**src/verilog/pfp_regs.svh**
```systemverilog
// Constants of the page flash programming host: timing, fields, lengths
// Operation
// - Load by WE pulse, CE low, OE high
// - Load whole page; unloaded bytes become indeterminate (the host loads only the bytes that commands give it)
// - Next load within 150 us, else programming
// - A14..A6 page, A5..A0 byte; page held
// - Lock off as shipped; three-byte enable sequence
// - Locked: every page write needs three-byte prefix
`ifndef PFP_REGS_SVH
`define PFP_REGS_SVH

// ****************************************************************
// Clock and timing
// ****************************************************************
`define PFP_CLK_KHZ      10000
`define PFP_LOAD_WIN_US  150
`define PFP_LOAD_WIN_CYC ((`PFP_LOAD_WIN_US * `PFP_CLK_KHZ) / 1000)
`define PFP_WIN_MARGIN   8
`define PFP_PWRUP_MS     5
`define PFP_PWRUP_CYC    (`PFP_PWRUP_MS * `PFP_CLK_KHZ)
`define PFP_PROG_MS      10
`define PFP_TMO_FACTOR   2
`define PFP_PROG_TMO_CYC (`PFP_PROG_MS * `PFP_CLK_KHZ * `PFP_TMO_FACTOR)
`define PFP_TIMER_W      18

// ****************************************************************
// Address fields, status bits, bus phases, sequence lengths
// ****************************************************************
`define PFP_ADDR_W       15
`define PFP_PAGE_MSB     14
`define PFP_PAGE_LSB     6
`define PFP_BIT_POLL     7
`define PFP_BIT_TOG      6
`define PFP_PH_FIRST     2'h0
`define PFP_PH_STROBE    2'h1
`define PFP_PH_LAST      2'h3
`define PFP_LOCK_LEN     3'h3
`define PFP_LONG_LEN     3'h6

`endif

```
**src/verilog/pfp_pkg.sv**
```systemverilog
// Types of the page flash programming host
package pfp_pkg;

  // ****************************************************************
  // User commands and controller states
  // ****************************************************************
  typedef enum logic [2:0] {
    PFP_OP_READ,
    PFP_OP_LOAD,
    PFP_OP_LOCK,
    PFP_OP_UNLOCK,
    PFP_OP_ERASE
  } pfp_op_e;

  typedef enum logic [2:0] {
    PFP_ST_PWR,
    PFP_ST_IDLE,
    PFP_ST_SEQ,
    PFP_ST_LOAD,
    PFP_ST_OPEN,
    PFP_ST_READ,
    PFP_ST_POLL
  } pfp_state_e;

  // ****************************************************************
  // Whole state of the host controller
  // ****************************************************************
  typedef struct packed {
    pfp_state_e  state;
    pfp_op_e     kind;
    logic [1:0]  ph;
    logic        rd;
    logic [2:0]  idx;
    logic [2:0]  len;
    logic [17:0] timer;
    logic        loadable;
    logic        chk7;
    logic [14:0] addr;
    logic [7:0]  wdata;
    logic [14:0] last_addr;
    logic [7:0]  last_data;
    logic        ce_n;
    logic        oe_n;
    logic        we_n;
    logic        dq_oe;
    logic [7:0]  dq_s1;
    logic [7:0]  dq_s2;
    logic [7:0]  rdata;
    logic        rd_valid;
    logic        done;
    logic        tmo;
  } pfp_host_s;

  typedef struct packed {
    logic       have;
    logic [7:0] prev;
  } pfp_poll_s;

endpackage : pfp_pkg

```
**src/verilog/pfp_poll.sv**
```systemverilog
// Completion detector for status reads during a program or erase cycle
`timescale 1ns/1ps
`include "pfp_regs.svh"

module pfp_poll (
  // Clock and reset
  input  wire logic       mclk,
  input  wire logic       arst_n,
  // Control
  input  wire logic       clear,
  input  wire logic       chk7,
  input  wire logic       exp7,
  // Samples
  input  wire logic       smp_valid,
  input  wire logic [7:0] smp_byte,
  // Result
  output logic            settled
);

  pfp_pkg::pfp_poll_s p_reg;
  pfp_pkg::pfp_poll_s p_next;

  // Settled when bit 6 holds still and, with chk7 set, bit 7 is true again
  assign settled = smp_valid && p_reg.have &&
                   (p_reg.prev[`PFP_BIT_TOG] == smp_byte[`PFP_BIT_TOG]) &&
                   (!chk7 || (smp_byte[`PFP_BIT_POLL] == exp7));

  // Remember the previous status read
  always_comb begin
    p_next = p_reg;
    if (clear) begin
      p_next.have = 1'b0;
    end else if (smp_valid) begin
      p_next.have = 1'b1;
      p_next.prev = smp_byte;
    end
  end

  // State register
  always_ff @(posedge mclk or negedge arst_n) begin
    if (!arst_n) begin
      p_reg <= '0;
    end else begin
      p_reg <= p_next;
    end
  end

endmodule : pfp_poll

```
**src/verilog/pfp_host.sv**
```systemverilog
// Host controller driving a page programmed parallel flash through its pins
`timescale 1ns/1ps
`include "pfp_regs.svh"

module pfp_host #(
  parameter int          PWRUP_CYC    = `PFP_PWRUP_CYC,
  parameter int          PROG_TMO_CYC = `PFP_PROG_TMO_CYC,
  // Code sequence table, entry 0 in the low bits; values are arbitrary
  parameter logic [89:0] SEQ_ADDR     = 90'h0,
  parameter logic [23:0] LOCK_DATA    = 24'h00_0000,
  parameter logic [47:0] UNLOCK_DATA  = 48'h0000_0000_0000,
  parameter logic [47:0] ERASE_DATA   = 48'h0000_0000_0000
) (
  // Clock and reset
  input  wire logic        mclk,
  input  wire logic        arst_n,
  // User command port
  input  wire logic        cmd_valid,
  output logic             cmd_ready,
  input  wire logic [2:0]  cmd_op,
  input  wire logic [14:0] cmd_addr,
  input  wire logic [7:0]  cmd_wdata,
  input  wire logic        software_write_lock_on,
  // User answers
  output logic [7:0]       rd_data,
  output logic             rd_valid,
  output logic             op_done,
  output logic             op_timeout,
  output logic             busy,
  // Flash pins
  output logic [14:0]      byte_address_lines,
  output logic             chip_sel_n,
  output logic             out_gate_n,
  output logic             wr_strobe_n,
  input  wire logic [7:0]  data_lines_i,
  output logic [7:0]       data_lines_o,
  output logic             data_lines_oe
);

  localparam int WIN_CYC    = `PFP_LOAD_WIN_CYC;
  localparam int ACCEPT_CYC = `PFP_LOAD_WIN_CYC - `PFP_WIN_MARGIN;

  // Refuse counts that the timer cannot hold
  if (PWRUP_CYC < 1 || PWRUP_CYC >= (1 << `PFP_TIMER_W) ||
      PROG_TMO_CYC < 1 || PROG_TMO_CYC >= (1 << `PFP_TIMER_W) ||
      ACCEPT_CYC < 1) begin : g_bad_timing
    $error("pfp_host: timing parameter out of range");
  end

  pfp_pkg::pfp_host_s r_reg;
  pfp_pkg::pfp_host_s r_next;
  logic               accept;
  logic               same_page;
  logic               settled;
  logic               bus_end;
  logic               smp_valid;
  logic [22:0]        code;

  // ****************************************************************
  // Helpers
  // ****************************************************************

  // Address and data of one entry of a code sequence
  function automatic logic [22:0] code_entry(input pfp_pkg::pfp_op_e k,
                                             input logic [2:0] i);
    logic [7:0] d;
    d = 8'h00;
    case (k)
      pfp_pkg::PFP_OP_LOCK:   d = LOCK_DATA[8*i +: 8];
      pfp_pkg::PFP_OP_UNLOCK: d = UNLOCK_DATA[8*i +: 8];
      default:                d = ERASE_DATA[8*i +: 8];
    endcase
    return {SEQ_ADDR[15*i +: 15], d};
  endfunction : code_entry

  // Pin levels for one phase of a bus cycle
  function automatic logic [3:0] bus_pins(input logic act,
                                          input logic rd,
                                          input logic [1:0] ph);
    logic [3:0] p;
    p = 4'h0;
    if (!act || ph == `PFP_PH_LAST) begin
      p = 4'he;
    end else if (rd) begin
      p = {1'b0, (ph == `PFP_PH_FIRST), 1'b1, 1'b0};
    end else begin
      p = {1'b0, 1'b1, (ph != `PFP_PH_STROBE), 1'b1};
    end
    return p;
  endfunction : bus_pins

  // ****************************************************************
  // Command acceptance and completion detection
  // ****************************************************************

  // Loads keep to the open page and the remaining window
  assign same_page = cmd_addr[`PFP_PAGE_MSB:`PFP_PAGE_LSB] ==
                     r_reg.last_addr[`PFP_PAGE_MSB:`PFP_PAGE_LSB];
  assign cmd_ready = (r_reg.state == pfp_pkg::PFP_ST_IDLE) ||
                     (r_reg.state == pfp_pkg::PFP_ST_OPEN && r_reg.loadable &&
                      cmd_op == pfp_pkg::PFP_OP_LOAD && same_page &&
                      r_reg.timer < ACCEPT_CYC[17:0]);
  assign accept    = cmd_valid && cmd_ready;
  assign bus_end   = r_reg.ph == `PFP_PH_LAST;
  assign smp_valid = r_reg.state == pfp_pkg::PFP_ST_POLL && bus_end;
  assign code      = code_entry(r_reg.kind, r_reg.idx);

  pfp_poll u_poll (
    .mclk      (mclk),
    .arst_n    (arst_n),
    .clear     (r_reg.state != pfp_pkg::PFP_ST_POLL),
    .chk7      (r_reg.chk7),
    .exp7      (r_reg.last_data[`PFP_BIT_POLL]),
    .smp_valid (smp_valid),
    .smp_byte  (r_reg.dq_s2),
    .settled   (settled)
  );

  // ****************************************************************
  // Next state
  // ****************************************************************

  // Sequencer: power delay, code bytes, page loads, reads, polling
  always_comb begin
    r_next          = r_reg;
    r_next.rd_valid = 1'b0;
    r_next.done     = 1'b0;
    r_next.tmo      = 1'b0;
    r_next.dq_s1    = data_lines_i;
    r_next.dq_s2    = r_reg.dq_s1;
    r_next.ph       = r_reg.ph + 2'h1;
    r_next.timer    = r_reg.timer + 18'h0_0001;
    if (accept) begin
      r_next.ph    = `PFP_PH_FIRST;
      r_next.timer = '0;
      r_next.addr  = cmd_addr;
      r_next.wdata = cmd_wdata;
      r_next.rd    = 1'b0;
      r_next.idx   = 3'h0;
      r_next.kind  = pfp_pkg::pfp_op_e'(cmd_op);
      case (pfp_pkg::pfp_op_e'(cmd_op))
        pfp_pkg::PFP_OP_READ: begin
          r_next.rd    = 1'b1;
          r_next.state = pfp_pkg::PFP_ST_READ;
        end
        pfp_pkg::PFP_OP_LOAD: begin
          r_next.loadable = 1'b1;
          r_next.chk7     = 1'b1;
          if (r_reg.state == pfp_pkg::PFP_ST_IDLE &&
              software_write_lock_on) begin
            // Park the user byte while the code bytes go out
            r_next.last_addr = cmd_addr;
            r_next.last_data = cmd_wdata;
            r_next.kind  = pfp_pkg::PFP_OP_LOCK;
            r_next.len   = `PFP_LOCK_LEN;
            r_next.state = pfp_pkg::PFP_ST_SEQ;
          end else begin
            r_next.state = pfp_pkg::PFP_ST_LOAD;
          end
        end
        pfp_pkg::PFP_OP_LOCK: begin
          r_next.loadable = 1'b1;
          r_next.chk7     = 1'b0;
          r_next.len      = `PFP_LOCK_LEN;
          r_next.state    = pfp_pkg::PFP_ST_SEQ;
        end
        default: begin
          r_next.loadable = 1'b0;
          r_next.chk7     = 1'b0;
          r_next.len      = `PFP_LONG_LEN;
          r_next.state    = pfp_pkg::PFP_ST_SEQ;
        end
      endcase
    end else begin
      case (r_reg.state)
        pfp_pkg::PFP_ST_PWR: begin
          if (r_reg.timer == 18'(PWRUP_CYC - 1)) begin
            r_next.state = pfp_pkg::PFP_ST_IDLE;
          end
        end
        pfp_pkg::PFP_ST_IDLE: begin
          r_next.ph = `PFP_PH_LAST;
        end
        pfp_pkg::PFP_ST_SEQ: begin
          if (bus_end) begin
            r_next.idx = r_reg.idx + 3'h1;
            if (r_reg.idx == r_reg.len - 3'h1) begin
              r_next.timer = '0;
              r_next.state = (r_reg.kind == pfp_pkg::PFP_OP_LOCK &&
                              r_reg.loadable && r_reg.chk7) ?
                             pfp_pkg::PFP_ST_LOAD : pfp_pkg::PFP_ST_OPEN;
              if (r_reg.kind != pfp_pkg::PFP_OP_LOCK) begin
                r_next.last_addr = code[22:8];
              end
              // Prefixed load: the parked user byte follows the code
              if (r_next.state == pfp_pkg::PFP_ST_LOAD) begin
                r_next.addr  = r_reg.last_addr;
                r_next.wdata = r_reg.last_data;
              end
            end
          end
        end
        pfp_pkg::PFP_ST_LOAD: begin
          if (bus_end) begin
            r_next.last_addr = r_reg.addr;
            r_next.last_data = r_reg.wdata;
            r_next.timer     = '0;
            r_next.state     = pfp_pkg::PFP_ST_OPEN;
          end
        end
        pfp_pkg::PFP_ST_OPEN: begin
          r_next.ph = `PFP_PH_LAST;
          if (r_reg.timer == 18'(WIN_CYC)) begin
            r_next.timer = '0;
            r_next.rd    = 1'b1;
            r_next.ph    = `PFP_PH_FIRST;
            r_next.addr  = r_reg.last_addr;
            r_next.state = pfp_pkg::PFP_ST_POLL;
          end
        end
        pfp_pkg::PFP_ST_READ: begin
          if (bus_end) begin
            r_next.rdata    = r_reg.dq_s2;
            r_next.rd_valid = 1'b1;
            r_next.state    = pfp_pkg::PFP_ST_IDLE;
          end
        end
        default: begin
          if (settled) begin
            r_next.done     = 1'b1;
            r_next.loadable = 1'b0;
            r_next.state    = pfp_pkg::PFP_ST_IDLE;
          end else if (r_reg.timer >= 18'(PROG_TMO_CYC - 1)) begin
            r_next.tmo      = 1'b1;
            r_next.loadable = 1'b0;
            r_next.state    = pfp_pkg::PFP_ST_IDLE;
          end
        end
      endcase
    end
    // Code bytes go out from the table, user bytes from the command
    if (r_next.state == pfp_pkg::PFP_ST_SEQ) begin
      {r_next.addr, r_next.wdata} = code_entry(r_next.kind, r_next.idx);
    end
    {r_next.ce_n, r_next.oe_n, r_next.we_n, r_next.dq_oe} =
      bus_pins(r_next.state != pfp_pkg::PFP_ST_PWR &&
               r_next.state != pfp_pkg::PFP_ST_IDLE &&
               r_next.state != pfp_pkg::PFP_ST_OPEN,
               r_next.rd, r_next.ph);
  end

  // State register
  always_ff @(posedge mclk or negedge arst_n) begin
    if (!arst_n) begin
      r_reg       <= '0;
      r_reg.state <= pfp_pkg::PFP_ST_PWR;
      r_reg.ph    <= `PFP_PH_LAST;
      r_reg.ce_n  <= 1'b1;
      r_reg.oe_n  <= 1'b1;
      r_reg.we_n  <= 1'b1;
    end else begin
      r_reg <= r_next;
    end
  end

  // ****************************************************************
  // Outputs
  // ****************************************************************
  assign byte_address_lines = r_reg.addr;
  assign data_lines_o       = r_reg.wdata;
  assign data_lines_oe      = r_reg.dq_oe;
  assign chip_sel_n         = r_reg.ce_n;
  assign out_gate_n         = r_reg.oe_n;
  assign wr_strobe_n        = r_reg.we_n;
  assign rd_data            = r_reg.rdata;
  assign rd_valid           = r_reg.rd_valid;
  assign op_done            = r_reg.done;
  assign op_timeout         = r_reg.tmo;
  assign busy               = r_reg.state != pfp_pkg::PFP_ST_IDLE;

endmodule : pfp_host

```
**config.mk**
```make
export PLATFORM = sky130hd
export DESIGN_NAME = pfp_host
export DESIGN_NICKNAME = d
export VERILOG_FILES = /design/src/verilog/pfp_pkg.sv /design/src/verilog/pfp_poll.sv /design/src/verilog/pfp_host.sv
export VERILOG_INCLUDE_DIRS = /design/src /design/src/verilog
export SDC_FILE = /design/constraint.sdc
export NUM_CORES = 1
export LEC_CHECK = 0
export ABC_AREA = 0
export ABC_CLOCK_PERIOD_IN_PS = 4100
export BUFFER_PORTS_ARGS = -buffer_cell sky130_fd_sc_hd__clkbuf_2
export CAP_MARGIN = 10
export CELL_PAD_IN_SITES_DETAIL_PLACEMENT = 1
export CELL_PAD_IN_SITES_GLOBAL_PLACEMENT = 1
export CORE_MARGIN = 4
export CORE_UTILIZATION = 40
export CTS_CLUSTER_SIZE = 12
export DETAILED_ROUTE_END_ITERATION = 8
export GPL_ROUTABILITY_DRIVEN = 0
export PLACE_DENSITY = 0.82
export SETUP_SLACK_MARGIN = 0.5
export SLEW_MARGIN = 20
export SYNTH_ARGS = -nofsm -noshare
export SYNTH_HDL_FRONTEND = slang
export SYNTH_SLANG_ARGS = --single-unit
```
**constraint.sdc**
```tcl
create_clock -name mclk -period 4.1 [get_ports mclk]
set_input_delay 0.41 -clock mclk [delete_from_list [all_inputs] [get_ports mclk]]
set_output_delay 0.41 -clock mclk [all_outputs]
set_load 0.005 [all_outputs]
```
# Word-level counts from Yosys, hierarchy flattened
# Index checks and enable logic that the tools add are counted.
# totals
reg_bits,121
inputBits,38
out_inout_bits,40
wordCells,183
# classes
n_addsub,4
shifts,4
muxes,61
n_eq_ne,39
n_lt_le_gt_ge,2
reduce_logical,43
multipliers,2
bitwise_logic,3
# op_table
op,count
indexed part select 90 x 8 -> 15 bit (first input constant),2
2-to-1 mux 23 bit,5
2-to-1 mux 38 bit,2
2-to-1 mux 18 bit,4
one-hot mux 15 bit (2 select lines),2
2-to-1 mux 3 bit,19
one-hot mux 18 bit (3 select lines),1
indexed part select 48 x 7 -> 8 bit (first input constant),1
2-to-1 mux 46 bit,1
2-to-1 mux 15 bit,2
2-to-1 mux 8 bit,3
indexed part select 24 x 7 -> 8 bit (first input constant),1
== test 3 x 2 -> 1 bit (second input constant),7
nonzero test 3 bit,7
2-to-1 mux 19 bit,1
adder 18 x 1 -> 18 bit (second input constant),1
== test 18 x 11 -> 1 bit (second input constant),1
== test 18 x 16 -> 1 bit (second input constant),1
>= comparator 18 bit (second input constant),1
< comparator 18 x 11 -> 1 bit (second input constant),1
inequality test 3 bit (second input constant),6
one-hot mux 3 bit (6 select lines),1
logical AND 1 bit,14
multiplier 4 x 3 -> 7 bit (first input constant),2
37 further kinds,72

# Longest topological paths before layout
# logic_depth
depth_word,14
mapped_depth,11
mapped_depth_nobuf,9

# Modules after synthesis
# From an unflattened synthesis, not the netlist that was laid out.
# hier_totals
cells_unflattened,533
hier_area_um2,5539.1
# by_module_without_submodules
mod,seq_area_each_um2,area_per_inst_um2,instances,cells_each
pfp_host,2808.9,5431.5,1,523
pfp_poll,50.0,107.6,1,10

# Worst setup path after synthesis
# Ideal clock, no wire load.
# synth_timing
kind,register -> register
start,register r_reg[93] in the netlist's numbering
end,register r_reg[43] in the netlist's numbering
path_stages_with_launch,9
period_less_slack_ps,2934
arrival_ps,2809
setup_time_ps,125
required_ps,3975
setup_slack_ps,1166
n_path_buf,1
cell_sequence,dfrtp_1 or4_4 nand4b_1 or4_4 o21ai_4 nand2_1 o21ai_1 buf_2 mux2_2
# synth_between
elab_chain_len,6
elab_cells_between_ends,13
classes_between,order compare: 1; eq/ne: 6; mux: 1; reduce/logical: 5
# synth_lines
element,line,rtl
from (decl),pfp_host.sv:50,pfp_pkg::pfp_host_s r_reg;
from (signal assigned),pfp_host.sv:262,r_reg <= r_next;
< comparator 18 x 11 -> 1 bit *,pfp_host.sv:102,r_reg.timer < ACCEPT_CYC[17:0]);
logical AND 1 bit *,pfp_host.sv:101,cmd_op == pfp_pkg::PFP_OP_LOAD && same_page &&
logical OR 1 bit *,pfp_host.sv:99,assign cmd_ready = (r_reg.state == pfp_pkg::PFP_ST_IDLE) ||
logical AND 1 bit *,pfp_host.sv:103,assign accept = cmd_valid && cmd_ready;
"inequality test 3 bit (no line), or another cell as far along",n/a,
AND reduction 7 bit (no line),n/a,
# Mark *: on every way between the ends. The rest lies on a longest branch, timed or not.
# A chain may end at the register's enable or synchronous reset.

# Worst setup path in the final report
# layout_timing
start,register r_reg[93] in the netlist's numbering
end,"register r_reg, in the netlist byte_address_lines[6]"
# layout_between
elab_chain_len,8
elab_cells_between_ends,25
classes_between,mul: 1; order compare: 2; eq/ne: 7; shift: 1; mux: 9; reduce/logical: 5
# layout_lines
element,line,rtl
< comparator 18 x 11 -> 1 bit / >= comparator 18 bit (equally long branches),"pfp_host.sv:102, pfp_host.sv:233",
logical AND 1 bit / 2-to-1 mux 3 bit (equally long branches),"pfp_host.sv:101, pfp_host.sv:233",
logical OR 1 bit / 2-to-1 mux 3 bit (equally long branches),"pfp_host.sv:99, pfp_host.sv:229",
logical AND 1 bit / one-hot mux 3 bit (6 select lines) (equally long branches),"pfp_host.sv:103, pfp_host.sv:175",
2-to-1 mux 6 bit / 2-to-1 mux 3 bit (equally long branches),pfp_host.sv:133,if (accept) begin
multiplier 4 x 3 -> 7 bit / == test 3 x 2 -> 1 bit (equally long branches),"pfp_host.sv:73, pfp_host.sv:242",
"indexed part select 90 x 8 -> 15 bit, or another cell as far along",pfp_host.sv:73,"return {SEQ_ADDR[15*i +: 15], d};"
2-to-1 mux 23 bit / AND reduction 5 bit (equally long branches),n/a,
# Parallel ways exist; a longest one is shown, timed or not.

==> qor.txt <==
Status: completed
Overall routing resource usage: 0.1864
Core Box Area: 13,830 um2
Yosys reg bits: 114
Max-slew violation count: 0
Iteration count of the initial detailed-routing pass: 4
Synth Warn #: 0
Rel. slew slack: 0.3629
Clk buf depth: 2
H-Tree Depth: 4
I/O Pins: 78
Die Area: 16,050 um2
CTS tree: built
Ys async rst share: 1.000
Worst EP arrival: 3.68 ns
Antenna violations before repair: 0
Internal: 2.945 mW
Fin Setup TNS: 0 ns
Ratio of cells with drive above 1 in the final layout: 0.2730
Tightest Pin Transition: 0.9557 ns
Post-route insts no fill: 766
CP required: 4.36 ns
Cts hold-fix bufs: 0
Initial DRC Count: 181
CTS-repair resized insts: 0
Maxcap violations: 0
Gr ovfl total: 0
Post-synth top area share: 0.4841
Syn Inst Count: 527
Flop pwr share: 0.374
Routed wire length: 14,150 um
Register-to-register setup slack: 0.68 ns
CP Class: reg2reg
Via density: 5.371
Root Buffer: clkbuf_16
Distinct cells, synth: 53
Ratio of final minimum period to clock period: 0.8347
Total Power: 4.529 mW
Max Clk Rate: 292.2 MHz
Final Cell Area: 6544 um2
Per-cell routed wire length: 18.48 um
Lkg Pwr: 3.152 nW
CP startpoint kind: register
Die X: 126.7 um
Net Sw Power: 1.583 mW
Antenna diodes: 0
Top post-synthesis cells by area: dfrtp_1 48%, mux2_2 7.0%, buf_4 4.5%, a21oi_1 4.1%, mux2i_1 4.1%
CTS clk-pin slew, worst paths: 0.05 ns
Via count: 4,114
Rows: 43
Postcts setup bufs: 0
Seq/Total Area, Yosys: 0.5074
CP endpoint kind: register
Placed cell count: 738
DP HPWL: 9837 um
Worst vdd ir: 0.3087 mV
Max reg flops: 66
Critical path fanouts, max: 65
Clk_skew: 0.006911 ns
Pre-CTS setup slack: 0.7411 ns
Hold Vio Cnt, Final: 0
CTS buffer count: 17
Switch share: 0.3496
First-pass GRT wire length: 23,740 um
Pwr per Cell Area: 692.0 nW/um2
Clock share of power: 0.301
RSZ-0062 raised after global routing: false
Placed Area: 5993 um2
Area occupied by registers: 2859 um2
Via count of the first global-routing pass: 4,617
Largest net degree at the start of global routing: 74
Initial Util: 0.4075
Syn_area_per_cell: 10.69 um2
ANT nets after route: 0
Die Ht: 126.7 um
Yosys top cell by area: dfrtp_1
Syn-to-layout area delta: 16.14%
Skew-Pair Late Insertion Delay: 0.42 ns
Count of flip-flops with a built-in enable after synthesis: 0
# setup viols final: 0
Multi-input combinational cell area: 2397 um2
Synthesized Nets: 570
Detailed-route DRC error count: 0
Clk sinks: 114
Min setup slack post-route: 0.6777 ns
Fillers: 1,526
NumNets Final: 620
Prevailing post-synth register cell: dfrtp_1
Post-Syn Area: 5634 um2
IO Port Bufs: 77
HP Class: in2reg
Fin crit period: 3.422 ns
Comb pwr share: 0.325
[critical path, cell delays in order (launching register included)]
cell and delay, ns:
dfrtp_1 0.44, or4_4 0.59, nand4b_1 0.20, or4_4 0.56, o21ai_4 0.30, buf_12 0.33, and3b_1 0.48, a21oi_1 0.28
a21oi_1 0.06
[cell usage after synthesis (17+ instances only)]
cell     number
buf_4        34
mux2_2       35
inv_1        18
mux2i_1      23
o21ai_0      17
nor2_1       44
a22o_1       22
nand2_1      32
a21oi_1      46
dfrtp_1     109
xnor2_1      21
[logic make-up (layout without fill, tap and decap cells)]
group           after synthesis  count (layout)  synth area share
compound gates              108             108            0.1228
xor+xnor                     34              34           0.05552
fa+ha+maj                     5               5           0.01110
buf+inv                      71             130           0.07128
flops                       114             114            0.5074
mux                          58              58            0.1108
simple gates                137             137            0.1210
[metrics by stage]
stage                     utilization  hold slack, ns
after floorplan                     -          0.1144
after global placement         0.4334          0.3328
after detailed placement       0.4334          0.3363
after CTS                      0.4726         0.08223
after global routing           0.4733         0.07929
final                          0.4733          0.1017
[layout make-up]
type,count,area share
Clock buffer,22,0.07400
Clock inverter,6,0.008795
Inverter,18,0.01033
Multi-Input combinational cell,342,0.3663
Sequential cell,114,0.4369
Tap cell,180,0.03442
Timing Repair Buffer,84,0.06922
[power groups by stage]
| stage | clock (mW) | sequential [mW] | combinational (mW) |
|---|---|---|---|
| finish | 1.36 | 1.69 | 1.47 |
| global route | 1.45 | 1.74 | 1.64 |
| CTS | 1.40 | 1.69 | 1.48 |
| detailed placement | 0 | 1.71 | 1.47 |
| global placement | 0 | 1.68 | 1.38 |
| floorplan | 0 | 1.61 | 1.16 |
[layer usage]
layer / wire length (um) / share of wire / vias up / track usage
li1: - / - / 1907 / -
met1: 6111 / 0.43 / 2099 / 0.2292
met2: 7243 / 0.51 / 81 / 0.3120
met3: 518 / 0.037 / 27 / 0.04632
met4: 278 / 0.020 / 0 / 0.08013
met5: 0 / 0 / - / 0
[cell usage in the layout (no fill, tap or decap), types with 17 or more instances in the layout]
cell,count
o21ai_0,17
dfrtp_1,109
mux2i_1,23
nor2_1,43
xnor2_1,21
a22o_1,22
mux2_2,35
nand2_1,32
inv_1,18
clkbuf_2,76
a21oi_1,46
clkbuf_16,17
[final timing paths]
path | start | end | cells past startpoint
max | r_reg[93] | byte_address_lines[6] | 8
min | data_lines_i[3] | r_next[14] | 1
max reg2reg | r_reg[93] | byte_address_lines[6] | 8
min reg2reg | r_next[15] | r_reg[15] | 0
max in group asynchronous | arst_n | r_reg[42] | 2
min in group asynchronous | arst_n | rd_data[0] | 1
Note: power is estimated with default switching activity, not from simulation.
